--- config.mk ---
export PLATFORM = sky130hd
export DESIGN_NAME = rvc_top
export DESIGN_NICKNAME = d
export VERILOG_FILES = /design/src/rtl/rvc_pkg.sv /design/src/rtl/rvc_top.sv /design/src/rtl/rvc_second_linear_regulator_decode.sv
export VERILOG_INCLUDE_DIRS = /design/src /design/src/rtl
export SDC_FILE = /design/constraint.sdc
export NUM_CORES = 1
export LEC_CHECK = 0
export ABC_AREA = 0
export BUFFER_PORTS_ARGS = -buffer_cell sky130_fd_sc_hd__buf_2
export CAP_MARGIN = 20
export CORE_MARGIN = 1.5
export CORE_UTILIZATION = 55
export DETAILED_ROUTE_END_ITERATION = 12
export PLACE_DENSITY = 0.79
export SETUP_SLACK_MARGIN = 0.5
export SYNTH_ARGS = -nofsm -noshare
export SYNTH_HDL_FRONTEND = slang
export SYNTH_SLANG_ARGS = --single-unit
--- constraint.sdc ---
create_clock -name i_ref_clk -period 2.2 [get_ports i_ref_clk]
set_input_delay 0.33 -clock i_ref_clk [delete_from_list [all_inputs] [get_ports i_ref_clk]]
set_output_delay 0.33 -clock i_ref_clk [all_outputs]
set_load 0.005 [all_outputs]
--- src/rtl/rvc_regs.svh ---
// Offsets, reset values, field positions and setpoints of the
// second-regulator register slice.
// Assumes a single 250 MHz register clock; included by rvc_top and the
// voltage-code decoder.
`ifndef RVC_REGS_SVH
`define RVC_REGS_SVH

// ----------------------------------------------------------------------
// Offsets
// ----------------------------------------------------------------------
`define RVC_AUX_REG2_OFFSET   8'h13
`define RVC_SW3_CTRL_OFFSET   8'h14

// ----------------------------------------------------------------------
// Reset values and fields
// ----------------------------------------------------------------------
`define RVC_AUX_REG2_RESET    8'h38
`define RVC_SW3_CTRL_RESET    8'h00
`define RVC_RESERVED_BIT      7
`define RVC_TRACK_BIT         6
`define RVC_CODE_MSB          5
`define RVC_CODE_LSB          0
`define RVC_CLAMP_CODE        6'h38

// ----------------------------------------------------------------------
// Setpoints in millivolts
// ----------------------------------------------------------------------
`define RVC_MV_BASE           12'h384
`define RVC_MV_MAX            12'hce4

`endif

--- src/rtl/rvc_pkg.sv ---
// Types shared by the second-regulator register slice.
// Assumes rvc_regs.svh supplies all numeric constants.
package rvc_pkg;

	typedef logic [7:0]  rvc_byte_t;
	typedef logic [5:0]  rvc_code_t;
	typedef logic [11:0] rvc_mv_t;

endpackage

--- src/rtl/rvc_top.sv ---
// Register slice for the second linear regulator and the neighbouring
// switch or third-regulator control register.
// Assumes a host-side bridge delivers decoded byte writes and reads,
// and that the unlock scheme is resolved outside into i_wr_permit.
`timescale 1ns/1ps
`include "rvc_regs.svh"

module rvc_top #(
	parameter rvc_pkg::rvc_byte_t SW3_RESET = `RVC_SW3_CTRL_RESET
) (
	input  wire                 i_ref_clk,
	input  wire                 i_rst_n,
	input  wire                 i_wr_en,
	input  wire                 i_wr_permit,
	input  wire [7:0]           i_wr_addr,
	input  wire [7:0]           i_wr_data,
	input  wire                 i_rd_en,
	input  wire [7:0]           i_rd_addr,
	input  wire [11:0]          i_converter3_mv,
	output logic [7:0]          o_rd_data,
	output logic                o_rd_valid,
	output logic                o_tracking,
	output logic [5:0]          o_regulator2_voltage_code,
	output logic [11:0]         o_regulator2_mv,
	output logic [7:0]          o_switch_or_regulator3_ctrl
);

	// ------------------------------------------------------------------
	// Reset release
	// ------------------------------------------------------------------
	logic                 rst_meta_reg;
	logic                 rst_n_reg;

	always_ff @(posedge i_ref_clk or negedge i_rst_n) begin
		if (!i_rst_n) begin
			rst_meta_reg <= 1'b0;
			rst_n_reg    <= 1'b0;
		end else begin
			rst_meta_reg <= 1'b1;
			rst_n_reg    <= rst_meta_reg;
		end
	end

	// ------------------------------------------------------------------
	// Decode
	// ------------------------------------------------------------------
	function automatic logic hits(input logic [7:0] a, input logic [7:0] o);
		hits = (a == o);
	endfunction

	rvc_pkg::rvc_byte_t   aux_regulator_voltage_ctrl_reg;
	rvc_pkg::rvc_byte_t   switch_or_regulator3_ctrl_reg;
	rvc_pkg::rvc_mv_t     decoded_mv;
	rvc_pkg::rvc_mv_t     setpoint_next;
	rvc_pkg::rvc_byte_t   rd_next;
	logic                 wr_ok;

	// Unlock is judged outside; a write without it is dropped silently
	assign wr_ok = i_wr_en && i_wr_permit;

	// ------------------------------------------------------------------
	// Second-regulator control
	// ------------------------------------------------------------------
	always_ff @(posedge i_ref_clk or negedge rst_n_reg) begin
		if (!rst_n_reg) begin
			aux_regulator_voltage_ctrl_reg <= `RVC_AUX_REG2_RESET;
		end else if (wr_ok && hits(i_wr_addr, `RVC_AUX_REG2_OFFSET)) begin
			aux_regulator_voltage_ctrl_reg <= {1'b0, i_wr_data[6:0]};
		end
	end

	// ------------------------------------------------------------------
	// Switch or third-regulator control
	// ------------------------------------------------------------------
	// Field layout lives downstream; stored whole
	always_ff @(posedge i_ref_clk or negedge rst_n_reg) begin
		if (!rst_n_reg) begin
			switch_or_regulator3_ctrl_reg <= SW3_RESET;
		end else if (wr_ok && hits(i_wr_addr, `RVC_SW3_CTRL_OFFSET)) begin
			switch_or_regulator3_ctrl_reg <= i_wr_data;
		end
	end

	// ------------------------------------------------------------------
	// Setpoint
	// ------------------------------------------------------------------
	rvc_second_linear_regulator_decode u_decode (
		.i_code (aux_regulator_voltage_ctrl_reg[`RVC_CODE_MSB:`RVC_CODE_LSB]),
		.o_mv   (decoded_mv)
	);

	always_comb begin
		if (aux_regulator_voltage_ctrl_reg[`RVC_TRACK_BIT]) begin
			setpoint_next = i_converter3_mv;
		end else begin
			setpoint_next = decoded_mv;
		end
	end

	// Registered so the analog side never sees decode glitches
	always_ff @(posedge i_ref_clk or negedge rst_n_reg) begin
		if (!rst_n_reg) begin
			o_regulator2_mv <= `RVC_MV_MAX;
		end else begin
			o_regulator2_mv <= setpoint_next;
		end
	end

	assign o_tracking = aux_regulator_voltage_ctrl_reg[`RVC_TRACK_BIT];
	assign o_regulator2_voltage_code =
		aux_regulator_voltage_ctrl_reg[`RVC_CODE_MSB:`RVC_CODE_LSB];
	assign o_switch_or_regulator3_ctrl = switch_or_regulator3_ctrl_reg;

	// ------------------------------------------------------------------
	// Read path
	// ------------------------------------------------------------------
	always_comb begin
		if (hits(i_rd_addr, `RVC_AUX_REG2_OFFSET)) begin
			rd_next = aux_regulator_voltage_ctrl_reg;
		end else if (hits(i_rd_addr, `RVC_SW3_CTRL_OFFSET)) begin
			rd_next = switch_or_regulator3_ctrl_reg;
		end else begin
			rd_next = 8'h00;
		end
	end

	always_ff @(posedge i_ref_clk or negedge rst_n_reg) begin
		if (!rst_n_reg) begin
			o_rd_data  <= 8'h00;
			o_rd_valid <= 1'b0;
		end else begin
			o_rd_valid <= i_rd_en;
			if (i_rd_en) begin
				o_rd_data <= rd_next;
			end
		end
	end
endmodule // rvc_top

--- src/rtl/rvc_second_linear_regulator_decode.sv ---
// Voltage-code decoder of the second linear regulator, in millivolts.
// Assumes a 6-bit code and the constants of rvc_regs.svh.
`timescale 1ns/1ps
`include "rvc_regs.svh"

module rvc_second_linear_regulator_decode (
	input  wire rvc_pkg::rvc_code_t i_code,
	output rvc_pkg::rvc_mv_t        o_mv
);

	// Piecewise table; steps widen with the code
	function automatic rvc_pkg::rvc_mv_t decode_mv(
		input rvc_pkg::rvc_code_t code
	);
		rvc_pkg::rvc_mv_t low4;
		low4 = {8'h00, code[3:0]};
		if (code < 6'h10) begin
			decode_mv = `RVC_MV_BASE + 12'(low4 * 12'h019);
		end else if (code < 6'h18) begin
			decode_mv = 12'h514 + 12'(low4 * 12'h019);
		end else if (code < 6'h20) begin
			decode_mv = 12'h5dc + 12'((low4 - 12'h008) * 12'h032);
		end else if (code < 6'h30) begin
			decode_mv = 12'h76c + 12'(low4 * 12'h032);
		end else if (code < 6'h35) begin
			decode_mv = 12'ha8c + 12'(low4 * 12'h032);
		end else if (code < `RVC_CLAMP_CODE) begin
			decode_mv = 12'hbb8 + 12'((low4 - 12'h005) * 12'h064);
		end else begin
			decode_mv = `RVC_MV_MAX;
		end
	endfunction

	assign o_mv = decode_mv(i_code);

endmodule // rvc_second_linear_regulator_decode

==> impl_metrics.yaml, run 1 <==
pwr:
  p_leak_nw: 2.48
  ir_drop_v: 0.000566
  powerDensity_nw_per_um2: 625
  power_mw: 3.40
setup_path:
  path_max_fanout: 4
  path_common_cell: "ha_4"
  worst-path-stages: 19
  crit_chain: "inv_4 > ha_4 > a21oi_4 > xnor2_4 > ha_4 > ha_4 > inv_2 > fa_1 > inv_2 > ha_4 > nor2b_4 > o21a_1 > o211ai_1 > buf_4 > buf_6 > nand2_2 > xor2_1 > a21oi_1 > o21ai_1"
  reg2reg_depth: 19
  slowest_delay_ns: 0.50
  worstReg2RegEnd: "o_regulator2_mv[10]$_DFF_PN1_"
  path_delay_family: "adder cells"
  start_kind: "flip-flop"
  r2r-start: "aux_regulator_voltage_ctrl_reg[1]$_DFFE_PN0P_"
  reg2reg_setup_slack_ns: -1.46
  end_kind: "flip-flop"
  crit_slowest_cell: "fa_1"
  arrival_ns: 3.90
  crit_required_ns: 2.44
  critPathKind: "reg2reg"
  path_buf_inv: 5
status:
  status: "finished with violations"
  violations: "negative setup slack"
detailed_routing:
  drtIter0Drc: 429
  avgViaCountPerCell: 6.25
  antenna_left: 0
  dr.pass1.iters: 7
  drt_wl_total_um: 13200
  avgRoutedWirePerCell_um: 20.7
  vias: 3983
  drc_errors: 0
clocking:
  numCtsBuffers: 5
  cts_tree: "done"
  insertion_delay_ns: 0.31
  htree_levels: 2
  clockBufferDepth: 2
  clkSinkCount: 38
  path_clk_slew_ns: 0.08
  cts_root_buffer: "clkbuf_8"
synthesis:
  netlist_area_um2: 3530
  syn_inst: 396
  async_flop_share: 1.00
  avgSynthCellArea_um2: 8.93
  ys.flop_type: "dfrtp_1"
  synthDistinctLibCells: 63
  synth.net_count: 484
  yosysWarnings: 0
  synth-seq-cells: 38
  ys_seq_area_frac: 0.272
  synth_edf_count: 0
finish:
  largest_reg_flops: 12
  syn_to_final_growth_pct: 53.8
  num-fill-cells: 293
  fin_cells: 637
  regMostFlops: "o_regulator2_mv"
  antenna_cells: 0
  drive_gt1_frac: 0.493
  layout.nets: 647
min_path:
  hold_path.class: "in2reg"
  whs_path_depth: 3
  hp-start: "i_converter3_mv[6]"
  hold_end: "o_regulator2_mv[6]$_DFF_PN1_"
die:
  die_h_um: 83.2
  pin_count: 77
  die-width_um: 83.2
  rows: 29
  initial_utilization: 0.563
  fp.coreArea_um2: 6280
  die-area_um2: 6920
sta:
  hold_viol_final: 0
  rsz0062_at_grt: "yes"
  max_freq_mhz: 273
  relSlewSlack: 0.458
  setup_viol: 11
  fin_skew_ns: 0.00935
  setup_ws_ns: -1.46
  worst_pin_slew_ns: 0.813
  maxSlewViolCount: 0
  finalCritPeriodShare: 1.66
  fin_crit_ns: 3.66
placed_design:
  portBuffers: 76
  finalWeightedCongestion: 0.964
  placedCellCount: 616
  dp_hpwl_um: 8390
global_route:
  grt-ovfl-total: 0
  antenna_found_initial: 0
  first_global_vias: 3931
  grt_start_max_net_pins: 37
  grt.total_usage: 0.345
  grt_first_pass_wirelength_um: 19200
run:
  max_cap_violations: 0
[metal layers]
metal | vias to the layer above | track usage | wire length [µm]
met4 | 0 | 0.135 | 841
met5 | - | 0 | 0
met3 | 98 | 0.0616 | 968
met1 | 1885 | 0.403 | 4660
met2 | 263 | 0.627 | 6700
li1 | 1737 | - | -
[synthesized netlist by cell type, types with 2 or more instances]
| cell type | count | area share |
|---|---|---|
| a211o_1 | 2 | 0.0050 |
| a21boi_0 | 2 | 0.0042 |
| a21o_1 | 4 | 0.0085 |
| a21oi_1 | 29 | 0.041 |
| a22oi_1 | 8 | 0.017 |
| a311o_1 | 2 | 0.0057 |
| a32oi_1 | 2 | 0.0050 |
| and3_1 | 3 | 0.0053 |
| buf_2 | 4 | 0.0057 |
| buf_4 | 2 | 0.0042 |
| clkbuf_1 | 10 | 0.011 |
| dfrtp_1 | 29 | 0.21 |
| dfstp_2 | 9 | 0.067 |
| fa_1 | 9 | 0.051 |
| ha_1 | 38 | 0.13 |
| inv_1 | 29 | 0.031 |
| mux2_2 | 10 | 0.032 |
| nand2_1 | 31 | 0.033 |
| nand2b_1 | 3 | 0.0053 |
| nand3_1 | 9 | 0.013 |
| nand3b_1 | 3 | 0.0064 |
| nor2_1 | 26 | 0.028 |
| nor2b_1 | 10 | 0.018 |
| nor3_1 | 7 | 0.0099 |
| nor4_1 | 3 | 0.0053 |
| o211ai_1 | 3 | 0.0064 |
| o21a_1 | 2 | 0.0042 |
| o21ai_0 | 26 | 0.037 |
| o21ai_1 | 2 | 0.0028 |
| o221ai_1 | 2 | 0.0050 |
| o22ai_1 | 4 | 0.0071 |
| o311ai_0 | 4 | 0.0099 |
| o31a_1 | 4 | 0.0099 |
| o31ai_1 | 3 | 0.0064 |
| or3_1 | 3 | 0.0053 |
| or4_1 | 2 | 0.0042 |
| xnor2_1 | 21 | 0.052 |
| xor2_1 | 11 | 0.027 |
[per-stage QoR]
stage | setup WS (ns) | TNS, ns | area [µm²] | hold WS [ns] | util
global placement | -1.41 | -8.09 | 4790 | 0.115 | 0.763
finish | -1.46 | -8.72 | 5440 | 0.208 | 0.866
detailed placement | -1.52 | -8.76 | 4790 | 0.118 | 0.763
global route | -1.59 | -9.67 | 5440 | 0.219 | 0.866
floorplan | -1.49 | -6.98 | 3790 | 0.0344 | -
CTS | -1.42 | -7.73 | 5260 | 0.212 | 0.837
[worst register-to-register path, stage by stage, from the launching register on]
cell	delay, ns
dfrtp_2	0.43
inv_4	0.07
ha_4	0.17
a21oi_4	0.18
xnor2_4	0.17
ha_4	0.25
ha_4	0.26
inv_2	0.03
fa_1	0.50
inv_2	0.06
ha_4	0.25
nor2b_4	0.12
o21a_1	0.18
o211ai_1	0.21
buf_4	0.16
buf_6	0.09
nand2_2	0.04
xor2_1	0.19
a21oi_1	0.10
o21ai_1	0.13
[how the worst max path moves through the flow]
| stage | startpoint | to |
|---|---|---|
| 2_1_floorplan | aux_regulator_voltage_ctrl_reg[3]$_DFFE_PN1P_ | o_regulator2_mv[11]$_DFF_PN1_ |
| 3_3_place_gp | aux_regulator_voltage_ctrl_reg[1]$_DFFE_PN0P_ | o_regulator2_mv[11]$_DFF_PN1_ |
| 3_5_place_dp | aux_regulator_voltage_ctrl_reg[1]$_DFFE_PN0P_ | o_regulator2_mv[11]$_DFF_PN1_ |
| 4_1_cts | aux_regulator_voltage_ctrl_reg[1]$_DFFE_PN0P_ | o_regulator2_mv[10]$_DFF_PN1_ |
| 5_1_grt | aux_regulator_voltage_ctrl_reg[1]$_DFFE_PN0P_ | o_regulator2_mv[10]$_DFF_PN1_ |
| 6_report | aux_regulator_voltage_ctrl_reg[1]$_DFFE_PN0P_ | o_regulator2_mv[10]$_DFF_PN1_ |
[repair_timing]
action | in CTS | in global routing
hold buffers | 1 | 0
resized for setup | 64 | 28
setup buffers | 7 | 5
endpoints found under the setup margin | 11 | 19
endpoints found under the hold margin | 2 | 0
pin swaps | 33 | 23
[kinds of logic (layout without fill, tap and decap cells)]
group / after synthesis / in the layout / synth area share
AOI/OAI and AO/OA: 110 / 110 / 0.208
DFF: 38 / 38 / 0.272
other: 1 / 1 / 0.00106
and+or+nand+nor: 109 / 109 / 0.157
xor gates and xnor gates: 33 / 33 / 0.0860
buffers and inverters: 47 / 211 / 0.0556
adders and majority gates: 48 / 48 / 0.188
muxes: 10 / 10 / 0.0319
[final cells by class]
type	count	area [µm²]	area share
Clock buffer	5	68.8	0.0127
Clock inverter	3	68.8	0.0127
Inverter	30	131	0.0242
Multi-Input combinational cell	311	2900	0.534
Sequential cell	38	967	0.178
Tap cell	77	96.3	0.0177
Timing Repair Buffer	173	1200	0.221
[cell usage in the layout, fill, tap and decap left out, types with 7 or more instances in the layout]
master   synthesis  layout
dfstp_2          9       9
xor2_1          11      10
nor2_1          26      24
dfrtp_1         29      25
buf_6            1      16
buf_2            4      76
a21oi_1         29      23
mux2_2          10       9
buf_4            2      77
inv_1           29      22
nand2_1         31      30
o21ai_1          2      11
nand3_1          9       8
a22oi_1          8       8
nor2b_1         10       7
xnor2_1         21      12
ha_4             0      20
o21ai_0         26      12
ha_1            38      17
[report_power, final]
| group | switching [mW] | internal, mW | total [mW] | leakage (nW) |
|---|---|---|---|---|
| Sequential | 0.0314 | 0.761 | 0.792 | 0.462 |
| Combinational | 0.921 | 0.946 | 1.87 | 1.95 |
| Clock | 0.285 | 0.455 | 0.740 | 0.0683 |
Power figures use the tool's default switching activity.
==> run 2, diff against run 1 <==
--- a/config.mk
+++ b/config.mk
@@ -7,12 +7,12 @@
 export NUM_CORES = 1
 export LEC_CHECK = 0
 export ABC_AREA = 0
-export BUFFER_PORTS_ARGS = -buffer_cell sky130_fd_sc_hd__buf_2
+export BUFFER_PORTS_ARGS = -buffer_cell sky130_fd_sc_hd__clkbuf_2
 export CAP_MARGIN = 20
 export CORE_MARGIN = 1.5
-export CORE_UTILIZATION = 55
+export CORE_UTILIZATION = 40
 export DETAILED_ROUTE_END_ITERATION = 12
-export PLACE_DENSITY = 0.79
+export PLACE_DENSITY = 0.6
 export SETUP_SLACK_MARGIN = 0.5
 export SYNTH_ARGS = -nofsm -noshare
 export SYNTH_HDL_FRONTEND = slang
==> run 2 against run 1 <==
  * The run still ends with negative setup slack left
  * Global-route usage fell by 11 points
  * Clock power grew 1%
  * Critical path depth shrank 3
  * Design area decreased by 2.9%
  * Setup slack better by 0.14 ns
  * Via count decreased by 12%
  * First-iteration DRC count fell by 69%
  * Hold slack got worse by 0.0073 ns
  * Maximum frequency is 3.9% higher
  * Critical endpoint is now o_regulator2_mv[11]$_DFF_PN1_
  * Largest cell class unchanged
  * Highest routed layer unchanged
==> impl_metrics.yaml, run 2 (synthesis gave the netlist of run 1 again) <==
die:
  die-area_um2: 9410
  initial_utilization: 0.409
  fp.coreArea_um2: 8640
  pin_count: 77
  die-width_um: 97.0
  rows: 34
  die_h_um: 97.0
clocking:
  numCtsBuffers: 5
  cts_tree: "done"
  insertion_delay_ns: 0.31
  clockBufferDepth: 2
  cts_root_buffer: "clkbuf_8"
  path_clk_slew_ns: 0.09
  htree_levels: 2
  clkSinkCount: 38
pwr:
  power_mw: 3.21
  p_leak_nw: 2.43
  netSwitchingFraction: 0.350
  power_frac_comb: 0.520
  pwr-share-seq: 0.247
  p_switching_mw: 1.12
  clkPwrFrac: 0.233
  ir_drop_v: 0.000347
  powerDensity_nw_per_um2: 609
  intPower_mw: 2.09
global_route:
  first_global_vias: 3594
  grt-ovfl-total: 0
  grt_first_pass_wirelength_um: 17600
  antenna_found_initial: 0
  grt_start_max_net_pins: 37
  grt.total_usage: 0.231
detailed_routing:
  drc_errors: 0
  vias: 3515
  avgViaCountPerCell: 5.30
  dr.pass1.iters: 4
  avgRoutedWirePerCell_um: 16.1
  dr_wl_met2_um: 5560
  drt_wl_total_um: 10700
  highest_layer: "met4"
  wl_met1_um: 4550
  antenna_left: 0
  drtIter0Drc: 133
  wl_met3_um: 447
sta:
  fin_skew_ns: 0.00950
  relSlewSlack: 0.446
  tns_ns: -7.91
  setup_viol: 10
  maxSlewViolCount: 0
  fin_crit_ns: 3.52
  rsz0062_at_grt: "yes"
  finalCritPeriodShare: 1.60
  hold_viol_final: 0
  worst_pin_slew_ns: 0.831
  setup_ws_ns: -1.32
  max_freq_mhz: 284
finish:
  largest_reg_flops: 12
  regMostFlops: "o_regulator2_mv"
  syn_to_final_growth_pct: 49.2
  num-fill-cells: 769
  layout.nets: 642
  fin_area_um2: 5280
  antenna_cells: 0
  drive_gt1_frac: 0.468
  final_cell_mix: "buf_4, clkbuf_2, nand2_1"
  mostFrequentLayoutCell: "buf_4"
min_path:
  hold_path.class: "in2reg"
setup_path:
  crit_required_ns: 2.43
  arrival_ns: 3.75
  end_kind: "flip-flop"
  path_max_fanout: 4
  start_kind: "flip-flop"
  critPathKind: "reg2reg"
placed_design:
  postPlaceCellArea_um2: 4840
  finalWeightedCongestion: 0.907
  portBuffers: 76
  dp_hpwl_um: 8310
run:
  max_cap_violations: 0
status:
  violations: "negative setup slack"
  status: "finished with violations"
-- run 2: cell type report --
type | count | area (µm²) | share of cell area
well taps | 108 | 135 | 0.0256
repair buffers | 168 | 1120 | 0.212
clock buffers | 5 | 68.8 | 0.0130
flip-flops and latches | 38 | 967 | 0.183
multi-input cells | 311 | 2790 | 0.528
inverters | 30 | 131 | 0.0249
clock inverters | 3 | 68.8 | 0.0130
-- run 2: metrics by stage --
| step | instances | hold slack, ns | util | setup WS (ns) |
|---|---|---|---|---|
| after floorplan | 396 | 0.0344 | - | -1.49 |
| final | 663 | 0.201 | 0.611 | -1.32 |
| after CTS | 660 | 0.201 | 0.602 | -1.34 |
| after global placement | 646 | 0.117 | 0.560 | -1.43 |
| after detailed placement | 646 | 0.119 | 0.560 | -1.51 |
| after global routing | 663 | 0.193 | 0.611 | -1.48 |
-- run 2: layer usage --
layer / GRT usage / up-vias
met2: 0.419 / 108
li1: - / 1712
met4: 0.0613 / 0
met3: 0.0289 / 12
met1: 0.288 / 1683
met5: 0 / -
-- run 2: worst max-delay path, stage by stage (launching register included) --
cell and delay, ns:
dfrtp_2 0.46, ha_4 0.19, a21oi_4 0.17, xnor2_4 0.16, ha_4 0.24, ha_4 0.26, inv_2 0.03, fa_1 0.50
inv_2 0.05, ha_4 0.23, nor2b_1 0.13, o21a_1 0.17, a211o_1 0.25, o211ai_1 0.11, xor3_1 0.26, o21ai_1 0.14
o21ai_1 0.07
-- run 2: path summary, 6_finish.rpt --
path / depth (start not counted) / end / startpoint / slack (ns)
max: 16 / o_regulator2_mv[11]$_DFF_PN1_ / aux_regulator_voltage_ctrl_reg[2]$_DFFE_PN0P_ / -1.32
min: 3 / o_regulator2_mv[6]$_DFF_PN1_ / i_converter3_mv[6] / 0.20
max reg2reg: 16 / o_regulator2_mv[11]$_DFF_PN1_ / aux_regulator_voltage_ctrl_reg[2]$_DFFE_PN0P_ / -1.32
min reg2reg: 1 / o_regulator2_mv[8]$_DFF_PN0_ / rst_n_reg$_DFF_PN0_ / 0.27
max in group asynchronous: 1 / aux_regulator_voltage_ctrl_reg[4]$_DFFE_PN1P_ / rst_n_reg$_DFF_PN0_ / 1.56
min in group asynchronous: 1 / o_regulator2_mv[8]$_DFF_PN0_ / rst_n_reg$_DFF_PN0_ / 0.27
-- run 2: timing repair --
item,in CTS,in global routing
buffers inserted,5,3
pin swaps,24,18
hold buffers,1,0
endpoints found under the hold margin,2,0
endpoints found under the setup margin,12,16
gates resized for setup,35,13
-- run 2: power groups by stage --
stage / Clock (mW) / Sequential [mW] / Combinational [mW]
finish: 0.749 / 0.794 / 1.67
global route: 0.786 / 0.800 / 1.81
CTS: 0.757 / 0.795 / 1.60
detailed placement: 0 / 0.808 / 1.48
global placement: 0 / 0.807 / 1.45
floorplan: 0 / 0.816 / 0.903
